===== config.mk =====
export PLATFORM = sky130hd
export DESIGN_NAME = eiec_ctrl
export DESIGN_NICKNAME = d
export VERILOG_FILES = /design/src/hdl/eiec_pkg.sv /design/src/hdl/eiec_pin_mux.sv /design/src/hdl/eiec_ctrl.sv
export VERILOG_INCLUDE_DIRS = /design/src /design/src/hdl
export SDC_FILE = /design/constraint.sdc
export NUM_CORES = 1
export LEC_CHECK = 0
export ABC_AREA = 1
export BUFFER_PORTS_ARGS = -buffer_cell sky130_fd_sc_hd__buf_2
export CAP_MARGIN = 20
export CORE_AREA = 2 2 160 162
export DETAILED_ROUTE_END_ITERATION = 10
export DIE_AREA = 0 0 162 164
export PLACE_DENSITY_LB_ADDON = 0.2
export SLEW_MARGIN = 5
export SYNTH_ARGS = -nofsm -noshare
export SYNTH_HDL_FRONTEND = slang
export SYNTH_HIERARCHICAL = 1
export SYNTH_SLANG_ARGS = --single-unit

===== constraint.sdc =====
create_clock -name sys_clk -period 8.9 [get_ports sys_clk]
set_input_delay 0.89 -clock sys_clk [delete_from_list [all_inputs] [get_ports sys_clk]]
set_output_delay 0.89 -clock sys_clk [all_outputs]
set_load 0.005 [all_outputs]

===== src/hdl/eiec_cfg.svh =====
`ifndef EIEC_CFG_SVH
`define EIEC_CFG_SVH

// Line counts and pin multiplexer geometry.
`define EIEC_NUM_LINES 23
`define EIEC_NUM_PIN_LINES 16
`define EIEC_NUM_INT_LINES 7
`define EIEC_NUM_PINS 168
`define EIEC_PINS_PER_PORT 16
`define EIEC_SEL_WIDTH 4
`define EIEC_SEL_PER_REG 4
`define EIEC_NUM_SEL_REGS 4
`define EIEC_PIN_IDX_WIDTH 8

// APB register byte offsets.
`define EIEC_OFS_IRQ_MASK 8'h00
`define EIEC_OFS_EVT_MASK 8'h04
`define EIEC_OFS_RISE_SEL 8'h08
`define EIEC_OFS_FALL_SEL 8'h0c
`define EIEC_OFS_SW_TRIG 8'h10
`define EIEC_OFS_PENDING 8'h14
`define EIEC_OFS_PIN_SEL0 8'h18
`define EIEC_OFS_CTRL_STAT 8'h28
`define EIEC_OFS_CTRL_MASK 8'h2c

// Controller status bit positions.
`define EIEC_STAT_WIDTH 3
`define EIEC_STAT_LINE_REQ 0
`define EIEC_STAT_OVERRUN 1
`define EIEC_STAT_EVENT 2

// Reset values.
`define EIEC_RST_LINES 23'h000000
`define EIEC_RST_SEL 16'h0000
`define EIEC_RST_STAT 3'h0

`endif


===== src/hdl/eiec_pkg.sv =====
package eiec_pkg;
  typedef logic [22:0] eiec_line_type;
  typedef logic [3:0] eiec_sel_type;
  typedef logic [15:0] eiec_selreg_type;
  typedef logic [2:0] eiec_stat_type;
  typedef logic [167:0] eiec_pins_type;
  typedef logic [15:0] eiec_pin_line_type;
endpackage : eiec_pkg


===== src/hdl/eiec_pin_mux.sv =====
`include "eiec_cfg.svh"

module eiec_pin_mux (
  input wire eiec_pkg::eiec_pins_type gpio_pins,
  input wire logic [63:0] pin_sel,
  output logic [15:0] pin_lines
);
  import eiec_pkg::*;

  // Each external line picks the same-numbered pin of one port; a port
  // index beyond the last existing pin reads as a quiet low line.
  genvar g;
  generate
    for (g = 0; g < `EIEC_NUM_PIN_LINES; g++) begin : g_line
      wire eiec_sel_type sel;
      wire [`EIEC_PIN_IDX_WIDTH-1:0] idx;
      wire in_range;
      assign sel = pin_sel[g*`EIEC_SEL_WIDTH +: `EIEC_SEL_WIDTH];
      assign idx = {sel, 4'(g)};
      assign in_range = idx < 8'(`EIEC_NUM_PINS);
      assign pin_lines[g] = in_range ? gpio_pins[idx] : 1'b0;
    end
  endgenerate
endmodule : eiec_pin_mux


===== src/hdl/eiec_ctrl.sv =====
// What this block does
// - Twenty-three edge detector lines raise requests.
// - Per-line rising, falling or both edge trigger.
// - Per-line mask blocks only that line's requests.
// - Software reads a per-line pending status.
// - Single-cycle input pulses still set pending.
// - GPIO pins multiplexed onto sixteen external lines.
`include "eiec_cfg.svh"

module eiec_ctrl (
  input wire logic sys_clk,
  input wire logic reset_n,
  input wire logic psel,
  input wire logic penable,
  input wire logic pwrite,
  input wire logic [7:0] paddr,
  input wire logic [31:0] pwdata,
  output logic [31:0] prdata,
  output logic pready,
  output logic pslverr,
  input wire eiec_pkg::eiec_pins_type gpio_pins,
  input wire logic [6:0] internal_lines,
  output eiec_pkg::eiec_line_type irq_req,
  output eiec_pkg::eiec_line_type event_req,
  output logic ctrl_irq
);
  import eiec_pkg::*;

  // Configuration and state registers.
  eiec_line_type irq_mask;
  eiec_line_type evt_mask;
  eiec_line_type rise_sel;
  eiec_line_type fall_sel;
  eiec_line_type pending;
  eiec_line_type line_prev;
  logic prev_valid;
  eiec_selreg_type pin_sel [`EIEC_NUM_SEL_REGS];
  eiec_stat_type ctrl_stat;
  eiec_stat_type ctrl_mask;

  // Next values.
  eiec_line_type next_pending;
  eiec_stat_type next_ctrl_stat;
  eiec_line_type next_event_req;

  // Pin multiplexer and assembled line inputs.
  wire logic [63:0] pin_sel_flat;
  wire eiec_pin_line_type pin_lines;
  wire eiec_line_type line_in;

  assign pin_sel_flat = {pin_sel[3], pin_sel[2], pin_sel[1], pin_sel[0]};

  eiec_pin_mux u_pin_mux (
    .gpio_pins(gpio_pins),
    .pin_sel(pin_sel_flat),
    .pin_lines(pin_lines)
  );

  // Lines 0..15 come from the pins, lines 16..22 from on-chip sources.
  assign line_in = {internal_lines, pin_lines};

  // APB decode. The slave never inserts wait states.
  wire logic setup_ph;
  wire logic access_ph;
  wire logic wr_en;
  wire logic rd_done;
  wire logic hit_irq_mask;
  wire logic hit_evt_mask;
  wire logic hit_rise;
  wire logic hit_fall;
  wire logic hit_sw;
  wire logic hit_pend;
  wire logic hit_stat;
  wire logic hit_cmask;
  wire logic [3:0] hit_sel;
  wire logic addr_hit;

  assign setup_ph = psel & ~penable;
  assign access_ph = psel & penable;
  assign hit_irq_mask = paddr == `EIEC_OFS_IRQ_MASK;
  assign hit_evt_mask = paddr == `EIEC_OFS_EVT_MASK;
  assign hit_rise = paddr == `EIEC_OFS_RISE_SEL;
  assign hit_fall = paddr == `EIEC_OFS_FALL_SEL;
  assign hit_sw = paddr == `EIEC_OFS_SW_TRIG;
  assign hit_pend = paddr == `EIEC_OFS_PENDING;
  assign hit_stat = paddr == `EIEC_OFS_CTRL_STAT;
  assign hit_cmask = paddr == `EIEC_OFS_CTRL_MASK;

  genvar s;
  generate
    for (s = 0; s < `EIEC_NUM_SEL_REGS; s++) begin : g_sel_hit
      assign hit_sel[s] = paddr == (`EIEC_OFS_PIN_SEL0 + 8'(4 * s));
    end
  endgenerate

  assign addr_hit = hit_irq_mask | hit_evt_mask | hit_rise | hit_fall |
                    hit_sw | hit_pend | hit_stat | hit_cmask | (|hit_sel);
  assign wr_en = access_ph & pwrite & addr_hit;
  assign rd_done = access_ph & ~pwrite;
  assign pready = 1'b1;
  assign pslverr = access_ph & ~addr_hit;

  // Read multiplexer; captured in the setup cycle so prdata is a flop.
  logic [31:0] rd_mux;
  always_comb begin
    rd_mux = 32'h0000_0000;
    if (hit_irq_mask) begin
      rd_mux = {9'h000, irq_mask};
    end else if (hit_evt_mask) begin
      rd_mux = {9'h000, evt_mask};
    end else if (hit_rise) begin
      rd_mux = {9'h000, rise_sel};
    end else if (hit_fall) begin
      rd_mux = {9'h000, fall_sel};
    end else if (hit_pend) begin
      rd_mux = {9'h000, pending};
    end else if (hit_stat) begin
      rd_mux = {29'h0000_0000, ctrl_stat};
    end else if (hit_cmask) begin
      rd_mux = {29'h0000_0000, ctrl_mask};
    end else begin
      for (int k = 0; k < `EIEC_NUM_SEL_REGS; k++) begin
        if (hit_sel[k]) begin
          rd_mux = {16'h0000, pin_sel[k]};
        end
      end
    end
  end

  // Edge detection. The comparison uses the live input against the
  // previous sample, so a pulse seen high on only one edge is caught.
  // The first cycle after reset only loads the history, which avoids a
  // false edge from lines that are already high.
  wire eiec_line_type rise_edge;
  wire eiec_line_type fall_edge;
  wire eiec_line_type hw_trig;
  wire eiec_line_type sw_trig;
  wire eiec_line_type any_trig;
  wire eiec_line_type pend_set;
  wire eiec_line_type pend_clr;

  assign rise_edge = prev_valid ? (line_in & ~line_prev) : '0;
  assign fall_edge = prev_valid ? (~line_in & line_prev) : '0;
  assign hw_trig = (rise_edge & rise_sel) | (fall_edge & fall_sel);

  // A software trigger write acts as an edge on each written line, whatever edges are selected for it.
  assign sw_trig = (wr_en & hit_sw) ? pwdata[22:0] : '0;
  assign any_trig = hw_trig | sw_trig;

  // Only unmasked lines record a request; other lines are untouched.
  assign pend_set = any_trig & irq_mask;
  assign pend_clr = (wr_en & hit_pend) ? pwdata[22:0] : '0;

  // A new request in the clearing cycle survives the clear.
  assign next_pending = (pending & ~pend_clr) | pend_set;

  // Events are one-cycle pulses, gated by their own mask.
  assign next_event_req = any_trig & evt_mask;

  // Controller status: sticky, cleared by a completed read of it.
  wire eiec_stat_type stat_set;
  wire logic stat_rd_clr;

  assign stat_set[`EIEC_STAT_LINE_REQ] = |pend_set;
  assign stat_set[`EIEC_STAT_OVERRUN] = |(pend_set & pending);
  assign stat_set[`EIEC_STAT_EVENT] = |next_event_req;
  assign stat_rd_clr = rd_done & hit_stat;
  assign next_ctrl_stat = (stat_rd_clr ? '0 : ctrl_stat) | stat_set;

  // Requests toward the interrupt controller follow the pending flags.
  assign irq_req = pending & irq_mask;
  assign ctrl_irq = |(ctrl_stat & ctrl_mask);

  // Edge history.
  always_ff @(posedge sys_clk) begin
    if (!reset_n) begin
      line_prev <= `EIEC_RST_LINES;
      prev_valid <= 1'b0;
    end else begin
      line_prev <= line_in;
      prev_valid <= 1'b1;
    end
  end

  // Pending flags, event pulses and controller status.
  always_ff @(posedge sys_clk) begin
    if (!reset_n) begin
      pending <= `EIEC_RST_LINES;
      event_req <= `EIEC_RST_LINES;
      ctrl_stat <= `EIEC_RST_STAT;
    end else begin
      pending <= next_pending;
      event_req <= next_event_req;
      ctrl_stat <= next_ctrl_stat;
    end
  end

  // Read data is taken in the setup cycle and held through the access.
  always_ff @(posedge sys_clk) begin
    if (!reset_n) begin
      prdata <= 32'h0000_0000;
    end else if (setup_ph && !pwrite) begin
      prdata <= rd_mux;
    end
  end

  // Mask and trigger selection registers.
  always_ff @(posedge sys_clk) begin
    if (!reset_n) begin
      irq_mask <= `EIEC_RST_LINES;
      evt_mask <= `EIEC_RST_LINES;
    end else if (wr_en) begin
      if (hit_irq_mask) begin
        irq_mask <= pwdata[22:0];
      end
      if (hit_evt_mask) begin
        evt_mask <= pwdata[22:0];
      end
    end
  end

  always_ff @(posedge sys_clk) begin
    if (!reset_n) begin
      rise_sel <= `EIEC_RST_LINES;
      fall_sel <= `EIEC_RST_LINES;
    end else if (wr_en) begin
      if (hit_rise) begin
        rise_sel <= pwdata[22:0];
      end
      if (hit_fall) begin
        fall_sel <= pwdata[22:0];
      end
    end
  end

  always_ff @(posedge sys_clk) begin
    if (!reset_n) begin
      ctrl_mask <= `EIEC_RST_STAT;
    end else if (wr_en && hit_cmask) begin
      ctrl_mask <= pwdata[2:0];
    end
  end

  // Pin selection registers, four lines of four bits each.
  generate
    for (s = 0; s < `EIEC_NUM_SEL_REGS; s++) begin : g_sel_reg
      always_ff @(posedge sys_clk) begin
        if (!reset_n) begin
          pin_sel[s] <= `EIEC_RST_SEL;
        end else if (wr_en && hit_sel[s]) begin
          pin_sel[s] <= pwdata[15:0];
        end
      end
    end
  endgenerate

endmodule : eiec_ctrl


Word level (Yosys, flattened, before mapping)
Memory sizes are Yosys's and may differ from the RTL's.
Index checks and enable logic that the tools add are counted.
{"block": "totals", "out_inout_bits": 81, "ramBits": 64, "register_bits": 200, "word_cells": 195, "input_bits": 220, "memories": 1}
{"name": "pin_sel", "words": 4, "width": 16, "read_ports": 4, "rd_clocked_by_memory_dff": 0, "wr": 4, "line_no": "eiec_ctrl.sv:37", "source": "eiec_selreg_type pin_sel [`EIEC_NUM_SEL_REGS];"}
{"block": "classes", "muxes": 82, "n_eq_ne": 11, "reduce_logical": 17, "n_bitwise": 41, "n_lt_le_gt_ge": 32}
{"op": "$mux W32", "n": 10}
{"op": "$and A23 B23 Y23", "n": 9}
{"op": "$lt A8 B9 Y1 const B", "n": 16}
{"op": "$lt A8 B8 Y1 const B", "n": 16}
{"op": "$mux W23", "n": 4}
{"op": "$mux W16", "n": 5}
{"op": "$not A23 Y23", "n": 3}
{"op": "$or A23 B23 Y23", "n": 3}
{"op": "$reduce_or A23 Y1", "n": 3}
{"op": "$bmux W1 S4", "n": 16}
{"op": "$mux W1", "n": 46}
{"op": "$eq A8 B5 Y1 const B", "n": 4}
{"op": "$eq A8 B6 Y1 const B", "n": 4}
{"op": "$eq A8 B4 Y1 const B", "n": 2}
{"op": "$or A1 B1 Y1", "n": 12}
{"op": "$and A1 B1 Y1", "n": 9}
{"op": "$eq A8 B3 Y1 const B", "n": 1}
{"op": "$logic_not A8 Y1", "n": 1}
{"op": "$reduce_and A2 Y1", "n": 4}
{"op": "$logic_and A1 B1 Y1", "n": 6}
{"op": "$reduce_or A4 Y1", "n": 1}
{"op": "$and A3 B3 Y3", "n": 1}
{"op": "$mux W3", "n": 1}
{"op": "$not A1 Y1", "n": 3}
{"op": "other kinds (3)", "n": 3}

Longest topological paths before layout
Gate-level depths: netlist (run 1).
{"block": "logic_depth", "depth_word": 17, "depth_mapped": 15, "depth_no_buf": 15}

Cells and area by module
Netlist (run 1), hierarchy kept.
{"mod": "eiec_ctrl", "n_inst": 1, "seq_area_each_um2": 5745.5, "area_each_um2": 11359.6, "cells_per_inst": 1467}
{"mod": "eiec_pin_mux", "n_inst": 1, "seq_area_each_um2": 0.0, "area_each_um2": 2132.0, "cells_per_inst": 512}

Worst setup path before layout (run 1)
OpenSTA, ideal clock, no wires.
{"block": "synth_timing", "path_kind": "input port to flip-flop", "startpoint": "input paddr[1]", "endpoint": "memory pin_sel[3][0] in the netlist's numbering (enable)", "stages": 6, "t_required_ps": 8489, "setup_slack_ps": 5500, "arrival_time_ps": 2989, "n_path_buf": 1, "setup_time_ps": 411, "cell_sequence": "nor2_1 > nand3_1 > nor2_2 > inv_1 > clkbuf_1 > o21ai_0"}
{"item": "start, declared", "line_no": "eiec_ctrl.sv:16", "source": "input wire logic [7:0] paddr,"}
{"item": "end, declared", "line_no": "eiec_ctrl.sv:37"}

Final worst setup path (run 1)
{"block": "layout_timing", "startpoint": "input paddr[0]", "endpoint": "register rise_sel[3]"}
{"block": "layout_between", "elab_chain_len": 11, "word_cells_on_any_way": 23, "cone_classes": "11 x eq/ne; 9 x bitwise; 3 x reduce/logical"}
{"item": "$eq A8 B3 Y1 (no source line) / $logic_not A8 Y1 (equally long branches)"}
{"item": "$or A1 B1 Y1 (4 in a row)", "line_no": "eiec_ctrl.sv:96", "source": "assign addr_hit = hit_irq_mask | hit_evt_mask | hit_rise | hit_fall |"}
{"item": "$or A1 B1 Y1 (4 in a row)", "line_no": "eiec_ctrl.sv:97", "source": "hit_sw | hit_pend | hit_stat | hit_cmask | (|hit_sel);"}
{"item": "$and A1 B1 Y1", "line_no": "eiec_ctrl.sv:98", "source": "assign wr_en = access_ph & pwrite & addr_hit;"}
{"item": "$reduce_and A2 Y1 (no source line) *"}
{"item": "end signal, assigned", "line_no": "eiec_ctrl.sv:224", "source": "rise_sel <= `EIEC_RST_LINES;"}
{"item": "end signal, assigned", "line_no": "eiec_ctrl.sv:228", "source": "rise_sel <= pwdata[22:0];"}
{"item": "end, declared", "line_no": "eiec_ctrl.sv:32", "source": "eiec_line_type rise_sel;"}
Mark *: on every way between the ends. The rest lies on a longest branch, timed or not.
A chain may end at the register's enable or synchronous reset.

==> results of run 1 <==
-- Yosys cell counts, types with 2 or more instances --
| master | n | area share [%] |
|---|---|---|
| a21oi_1 | 213 | 7.9 |
| a221oi_1 | 11 | 0.71 |
| buf_1 | 2 | 0.056 |
| buf_2 | 16 | 0.59 |
| buf_4 | 11 | 0.61 |
| clkbuf_1 | 59 | 1.6 |
| clkinv_1 | 2 | 0.056 |
| conb_1 | 2 | 0.056 |
| dfxtp_1 | 191 | 28 |
| edfxtp_1 | 64 | 14 |
| inv_1 | 294 | 8.2 |
| inv_2 | 10 | 0.28 |
| nand2_1 | 485 | 13 |
| nand2_2 | 2 | 0.093 |
| nand3_1 | 190 | 7.0 |
| nand3b_1 | 32 | 1.8 |
| nand4_1 | 42 | 1.9 |
| nor2_1 | 165 | 4.6 |
| nor2_4 | 10 | 0.83 |
| nor3_1 | 2 | 0.074 |
| o211ai_1 | 12 | 0.67 |
| o21ai_0 | 139 | 5.2 |
| o221ai_1 | 6 | 0.39 |
| or2_0 | 7 | 0.32 |
-- per-layer routing --
layer / wire length (um) / vias up
met5: 0 / -
met4: 2000 / 0
met3: 4300 / 123
met2: 20800 / 746
met1: 17000 / 6531
li1: - / 6902
-- logic make-up (layout without fill, tap and decap cells) --
kind of cell | Yosys count | in the layout
buffers and inverters | 395 | 657
and+or+nand+nor | 944 | 944
other | 2 | 13
DFF | 255 | 255
AOI/OAI and AO/OA | 383 | 383
-- critical path, cell delays in order --
cell,delay [ps]
buf_2,110
inv_1,40
nand2_1,120
nor3_4,720
nand2_4,290
nand3_4,460
nand2_2,140
inv_2,70
buf_4,570
nand2_2,750
o21ai_0,390
a21oi_1,70
-- final timing paths --
kind | startpoint | end | slack (ps) | depth (start not counted)
setup reg to reg | pin_sel[0][8] | ctrl_stat[0] | 6570 | 14
hold / removal | prdata[8] | prdata[8] | 470 | 2
hold reg to reg | prdata[8] | prdata[8] | 470 | 2
setup / recovery | paddr[0] | rise_sel[3] | 4590 | 12
-- power groups by stage --
stage | Sequential, mW | Clock (mW) | Combinational (mW)
6_report | 1.24 | 1.12 | 0.229
5_1_grt | 1.24 | 1.18 | 0.257
3_3_place_gp | 1.26 | 0 | 0.220
3_5_place_dp | 1.26 | 0 | 0.224
4_1_cts | 1.24 | 1.12 | 0.226
2_1_floorplan | 1.25 | 0 | 0.128
-- flip-flops by register name, summed over array words and instances (netlist names) --
| signal | flops |
|---|---|
| pin_sel | 64 |
| evt_mask | 23 |
| prev_valid | 1 |
| pending | 23 |
| ctrl_mask | 3 |
| line_prev | 23 |
| fall_sel | 23 |
| irq_mask | 23 |
| event_req | 23 |
| prdata | 23 |
| rise_sel | 23 |
| ctrl_stat | 3 |
-- area by class of cell --
cell class / count / share of cell area (%)
diodes: 3 / 0.0469
clock buffers: 43 / 5.10
clock inverters: 7 / 0.438
inverters: 306 / 7.17
multi-input cells: 1337 / 39.1
flip-flops and latches: 255 / 35.9
well taps: 330 / 2.58
repair buffers: 301 / 9.72
==> metrics.txt, run 1 <==
status=complete, no violations; Most Used Layer, Global Route=met2; Worst Path Max Fanout=59; Reg clk slew, reported paths=around 60 ps; max cap viols=0; placed insts=2529; Final setup viols=0; minimum clock period=4310 ps; Skew-Pair Late Insertion Delay=540 ps; clock root cell=clkbuf_16; CTS tree=yes; CORE AREA=around 25000 sq um; vias=14300; router iterations before antenna repair=7; Final Core Density=roughly 65%; gr ovfl total=0; post-route ant nets=0; pre-CTS setup slack=between 4000 and 5000 ps; switching share of power=approximately 24%; Critical Path End Type=flop; met2 global-route usage=between 50 and 60%; Vias/cell=~5.5; WP data arrival=between 4000 and 5000 ps; hold crit path type=flop to flop; Final GP Congestion=0.941; fin. max-slew vios=0; post-route cell area=16000 sq um; Psw=around 0.63 mW; EDFF count, synth=64; Fillers=about 2200; sequential cell area=5750 sq um; multi-input combinational cell area=6260 sq um; post_cts resized=0; final net count=2448; Setup WS post-layout=between 4000 and 5000 ps; Syn Area/Cell=6.82 sq um; grt met1 use=about two fifths; Synth-to-Final Area Change=18.7%; yosys warns=6; Simple-Gate Fraction of Synth Area=between 30% and 40%; worst slew pin tran=1170 ps; Setup TNS=0 ps; post-detail-place hpwl=between 30000 and 40000 um; Post-synth top flop=dfxtp_1; Power Density=162 nW/um^2; final hold slack=466 ps; mux cell area share after synthesis=0%; Seq pwr share=between 40% and 50%; Post-CTS Setup Bufs=0; Max IR drop VDD=~0.14 mV; post-synth cell types=36; most frequent cells in the layout=484 x nand2_1, 294 x inv_1, 281 x buf_2; antenna violations before repair=2; DP Area=15100 sq um; max frequency=0.232 GHz; Mapped Cells=1979; clk buf depth=3; IO Port Bufs=between 200 and 300; cell area after synthesis=~13000 sq um; fin crit share=between 40% and 50%; cts hold-fix bufs=0; Synth Area in Adders=0%; largest net degree at the start of global routing=between 100 and 150; Max H-tree Level=1; first-pass GRT wire length=approximately 70000 um; Chip Width=162 um; Worst slew margin=21.7%; row count=just under 60; startpoint types=input pin; clk_skew=approximately 21 ps; # IOs=~300; RSZ-0062 raised after global routing=no; Comb power frac=under 10%; post-synthesis async set-or-reset flop share=0%; Synth Area in XOR/XNOR=0%; internal power=1.96 mW; post-synthesis sequential area ratio=42.6%; most common cell after layout, fill and taps aside=nand2_1; CTS sink cnt=around 260; Final Power=2.59 mW; Die ar.=around 27000 sq um; met3 Usage GRT=5.10%; Final Hold Vio Count=0; combinational family with the most area after synthesis=simple AND/OR/NAND/NOR gates; DIE HEIGHT=164 um; vias in the first global route=about 13000; routed len/inst=~17 um; compound-gate portion of the synthesized area=14.9%; Num CTS Buffers=27; clock network fraction of total power=between 40% and 50%; leak pwr=7.74 nW; Total Routing Usage GR=between 30% and 40%; Starting Density=around 54%; critical path required time=9270 ps; #FFs+latches synth=255; layout cell share with drive strength beyond 1=about 17%; DRC Markers=0; Worst Path Class, Setup=input pin to flop; final WL=44100 um; Iter 0 DRT Violations=~1700; Layout Cells excl Fill=2582
Power figures use the tool's default switching activity.
==> run 2: changes to the inputs <==
Settings changed: ABC_AREA 1 to 0, CORE_AREA 2 2 160 162 to 2 2 159 161, DIE_AREA 0 0 162 164 to 0 0 161 163.
Clock period 8.9 ns to 4.4 ns, I/O delays scaled along.
==> metrics.txt, run 2 <==
first-pass GRT wire length=approximately 70000 um; IO Port Bufs=281; Num CTS Buffers=27; status=complete, no violations; Worst Path Class, Setup=flop to flop; Post-synth top flop=dfxtp_1; Final GP Congestion=just under 1; Iter 0 DRT Violations=between 1500 and 2000; max frequency=0.284 GHz; Syn Area/Cell=9.05 sq um; CP max stage delay=approximately 640 ps; fin crit share=80.1%; max cap viols=0; Final setup viols=0; Die ar.=approximately 26000 sq um; Seq pwr share=a little under half; post-synthesis async set-or-reset flop share=0%; clock network fraction of total power=between 40% and 50%; Synth area leaders=dfxtp_1 29%, edfxtp_1 14%, nand2_1 8.4%; post-synth cell types=81; Comb power frac=between 7 and 8%; antenna violations before repair=1; DIE HEIGHT=approximately 160 um; routed len/inst=between 20 and 25 um; clock root cell=clkbuf_16; final net count=roughly 1900; minimum clock period=roughly 3500 ps; post-detail-place hpwl=roughly 33000 um; clk_skew=a little under 9 ps; Fillers=around 2100; Buf/Inv on CP=0; internal power=about 4 mW; cell area after synthesis=roughly 13000 sq um; multi-input combinational cell area=roughly 7000 sq um; Vias/cell=between 6 and 7; EDFF count, synth=64; top cell type's share of synthesized area=around 29%; worst slew pin tran=about 1100 ps; sequential cell area=around 5700 sq um; DP Area=around 15000 sq um; RSZ-0062 raised after global routing=no; Power Density=~330 nW/um^2; CTS tree=yes; Synth top cells by count=296 x nand2_1, 191 x dfxtp_1, 129 x a21oi_1; Reg clk slew, reported paths=60 ps; leak pwr=approximately 6.5 nW; CORE AREA=between 20000 and 25000 sq um; Crit-path slowest cell=o31ai_1; CTS sink cnt=between 200 and 300; most frequent cell after synthesis=nand2_1; Critical Path End Type=flop; post_cts resized=0; Worst slew margin=between 20% and 30%; Chip Width=~160 um; switching share of power=about a quarter; Total Routing Usage GR=34.3%; most common cell after layout, fill and taps aside=nand2_1; Worst Path Max Fanout=5; startpoint types=flop; Final Hold Vio Count=0; post-route cell area=15800 sq um; DRC Markers=0; largest area contributor in the netlist=dfxtp_1; Synth-to-Final Area Change=18.9%; vias=around 13000; router iterations before antenna repair=6; WP data arrival=roughly 3900 ps; Setup TNS=0 ps; Final Core Density=63.9%; max FFs per register=64; Starting Density=between 50% and 60%; critical path required time=just under 5000 ps; delay-heaviest family, CP=compound AO/OA/AOI/OAI gates; Skew-Pair Late Insertion Delay=540 ps; Max H-tree Level=1; clk buf depth=3; yosys warns=6; row count=58; fin. max-slew vios=0; hold crit path type=input pin to flop; CP cell instances=mux4_2 > nor2_1 > o31ai_1 > and3b_1 > o21ai_0 > a21boi_0 > nor4_1 > nand3_1 > o41a_1; #FFs+latches synth=255; cts hold-fix bufs=0; final WL=about 46000 um; post-route ant nets=0; post-synthesis sequential area ratio=between 40% and 50%; Max IR drop VDD=roughly 0.26 mV; Post-CTS Setup Bufs=0; most frequent cells in the layout=296 x nand2_1, 281 x buf_2, 191 x dfxtp_1; layout cell share with drive strength beyond 1=roughly 24%; largest net degree at the start of global routing=99; Psw=1.23 mW; Mapped Cells=roughly 1500; Biggest register=pin_sel; vias in the first global route=between 10000 and 15000; gr ovfl total=0; # IOs=301
-- run 2: changes by cell type after synthesis, sizes merged, moves of 23 or more --
cell,previous run,this run
a21boi,0,23
a21oi,213,129
a22oi,0,31
and2,0,114
and3b,0,24
inv,304,19
mux2i,0,37
mux4,0,24
nand2,488,297
nand3,192,21
nand4,43,20
nor2,176,84
o21ai,139,32
-- run 2: metal layers --
layer	GRT usage [%]	up-vias	part of all wire, %
met3	6.62	121	11
met2	54.8	825	45
met5	0	-	0
met1	45.8	6110	39
li1	-	5838	-
met4	14.3	0	4.0
-- run 2: layout make-up --
cell class                      instances  area share, %
Antenna cell                            1         0.0159
Timing Repair Buffer                  310           10.3
Sequential cell                       255           36.5
Clock buffer                           38           5.09
Clock inverter                         11          0.683
Inverter                               19          0.452
Tap cell                              330           2.62
Multi-Input combinational cell       1101           44.4
-- run 2: cell families after synthesis --
logic type	Yosys count	share of synthesized area (%)
AND/OR/NAND/NOR	652	25.8
AO/OA/AOI/OAI	370	19.1
flip-flops	255	43.3
buffers and inverters	118	4.23
multiplexers	69	7.55
other	2	0.0566
-- run 2: worst register-to-register path, delay by kind of cell, from the launching register on --
kind | cells | cell delay, ps
AND/OR/NAND/NOR | 4 | 830
AO/OA/AOI/OAI | 4 | 1700
multiplexers | 1 | 380
flip-flops | 1 | 500
-- run 2: power groups by stage --
stage / Combinational (mW) / Clock, mW / Sequential (mW)
3_5_place_dp: 0.398 / 0 / 2.55
6_report: 0.406 / 2.34 / 2.50
2_1_floorplan: 0.220 / 0 / 2.54
3_3_place_gp: 0.391 / 0 / 2.55
5_1_grt: 0.433 / 2.42 / 2.51
4_1_cts: 0.400 / 2.34 / 2.50
-- run 2: path summary, 6_finish.rpt --
check,startpoint,end,slack [ps],cells past startpoint
worst max-delay path,pin_sel[1][8],ctrl_stat[2],870,9
worst min-delay path,internal_lines[6],line_prev[22],130,2
worst max register to register,pin_sel[1][8],ctrl_stat[2],870,9
worst min register to register,prdata[4],prdata[4],450,2
-- run 2: stage by stage --
step	hold WS, ps	total power [mW]	std cells	setup WS, ps
after global routing	130	5.37	2065	651
after detailed placement	444	2.95	2015	988
after CTS	124	5.24	2064	967
final	126	5.25	2065	875
after floorplan	440	2.76	1474	1470
after global placement	436	2.94	2015	1050
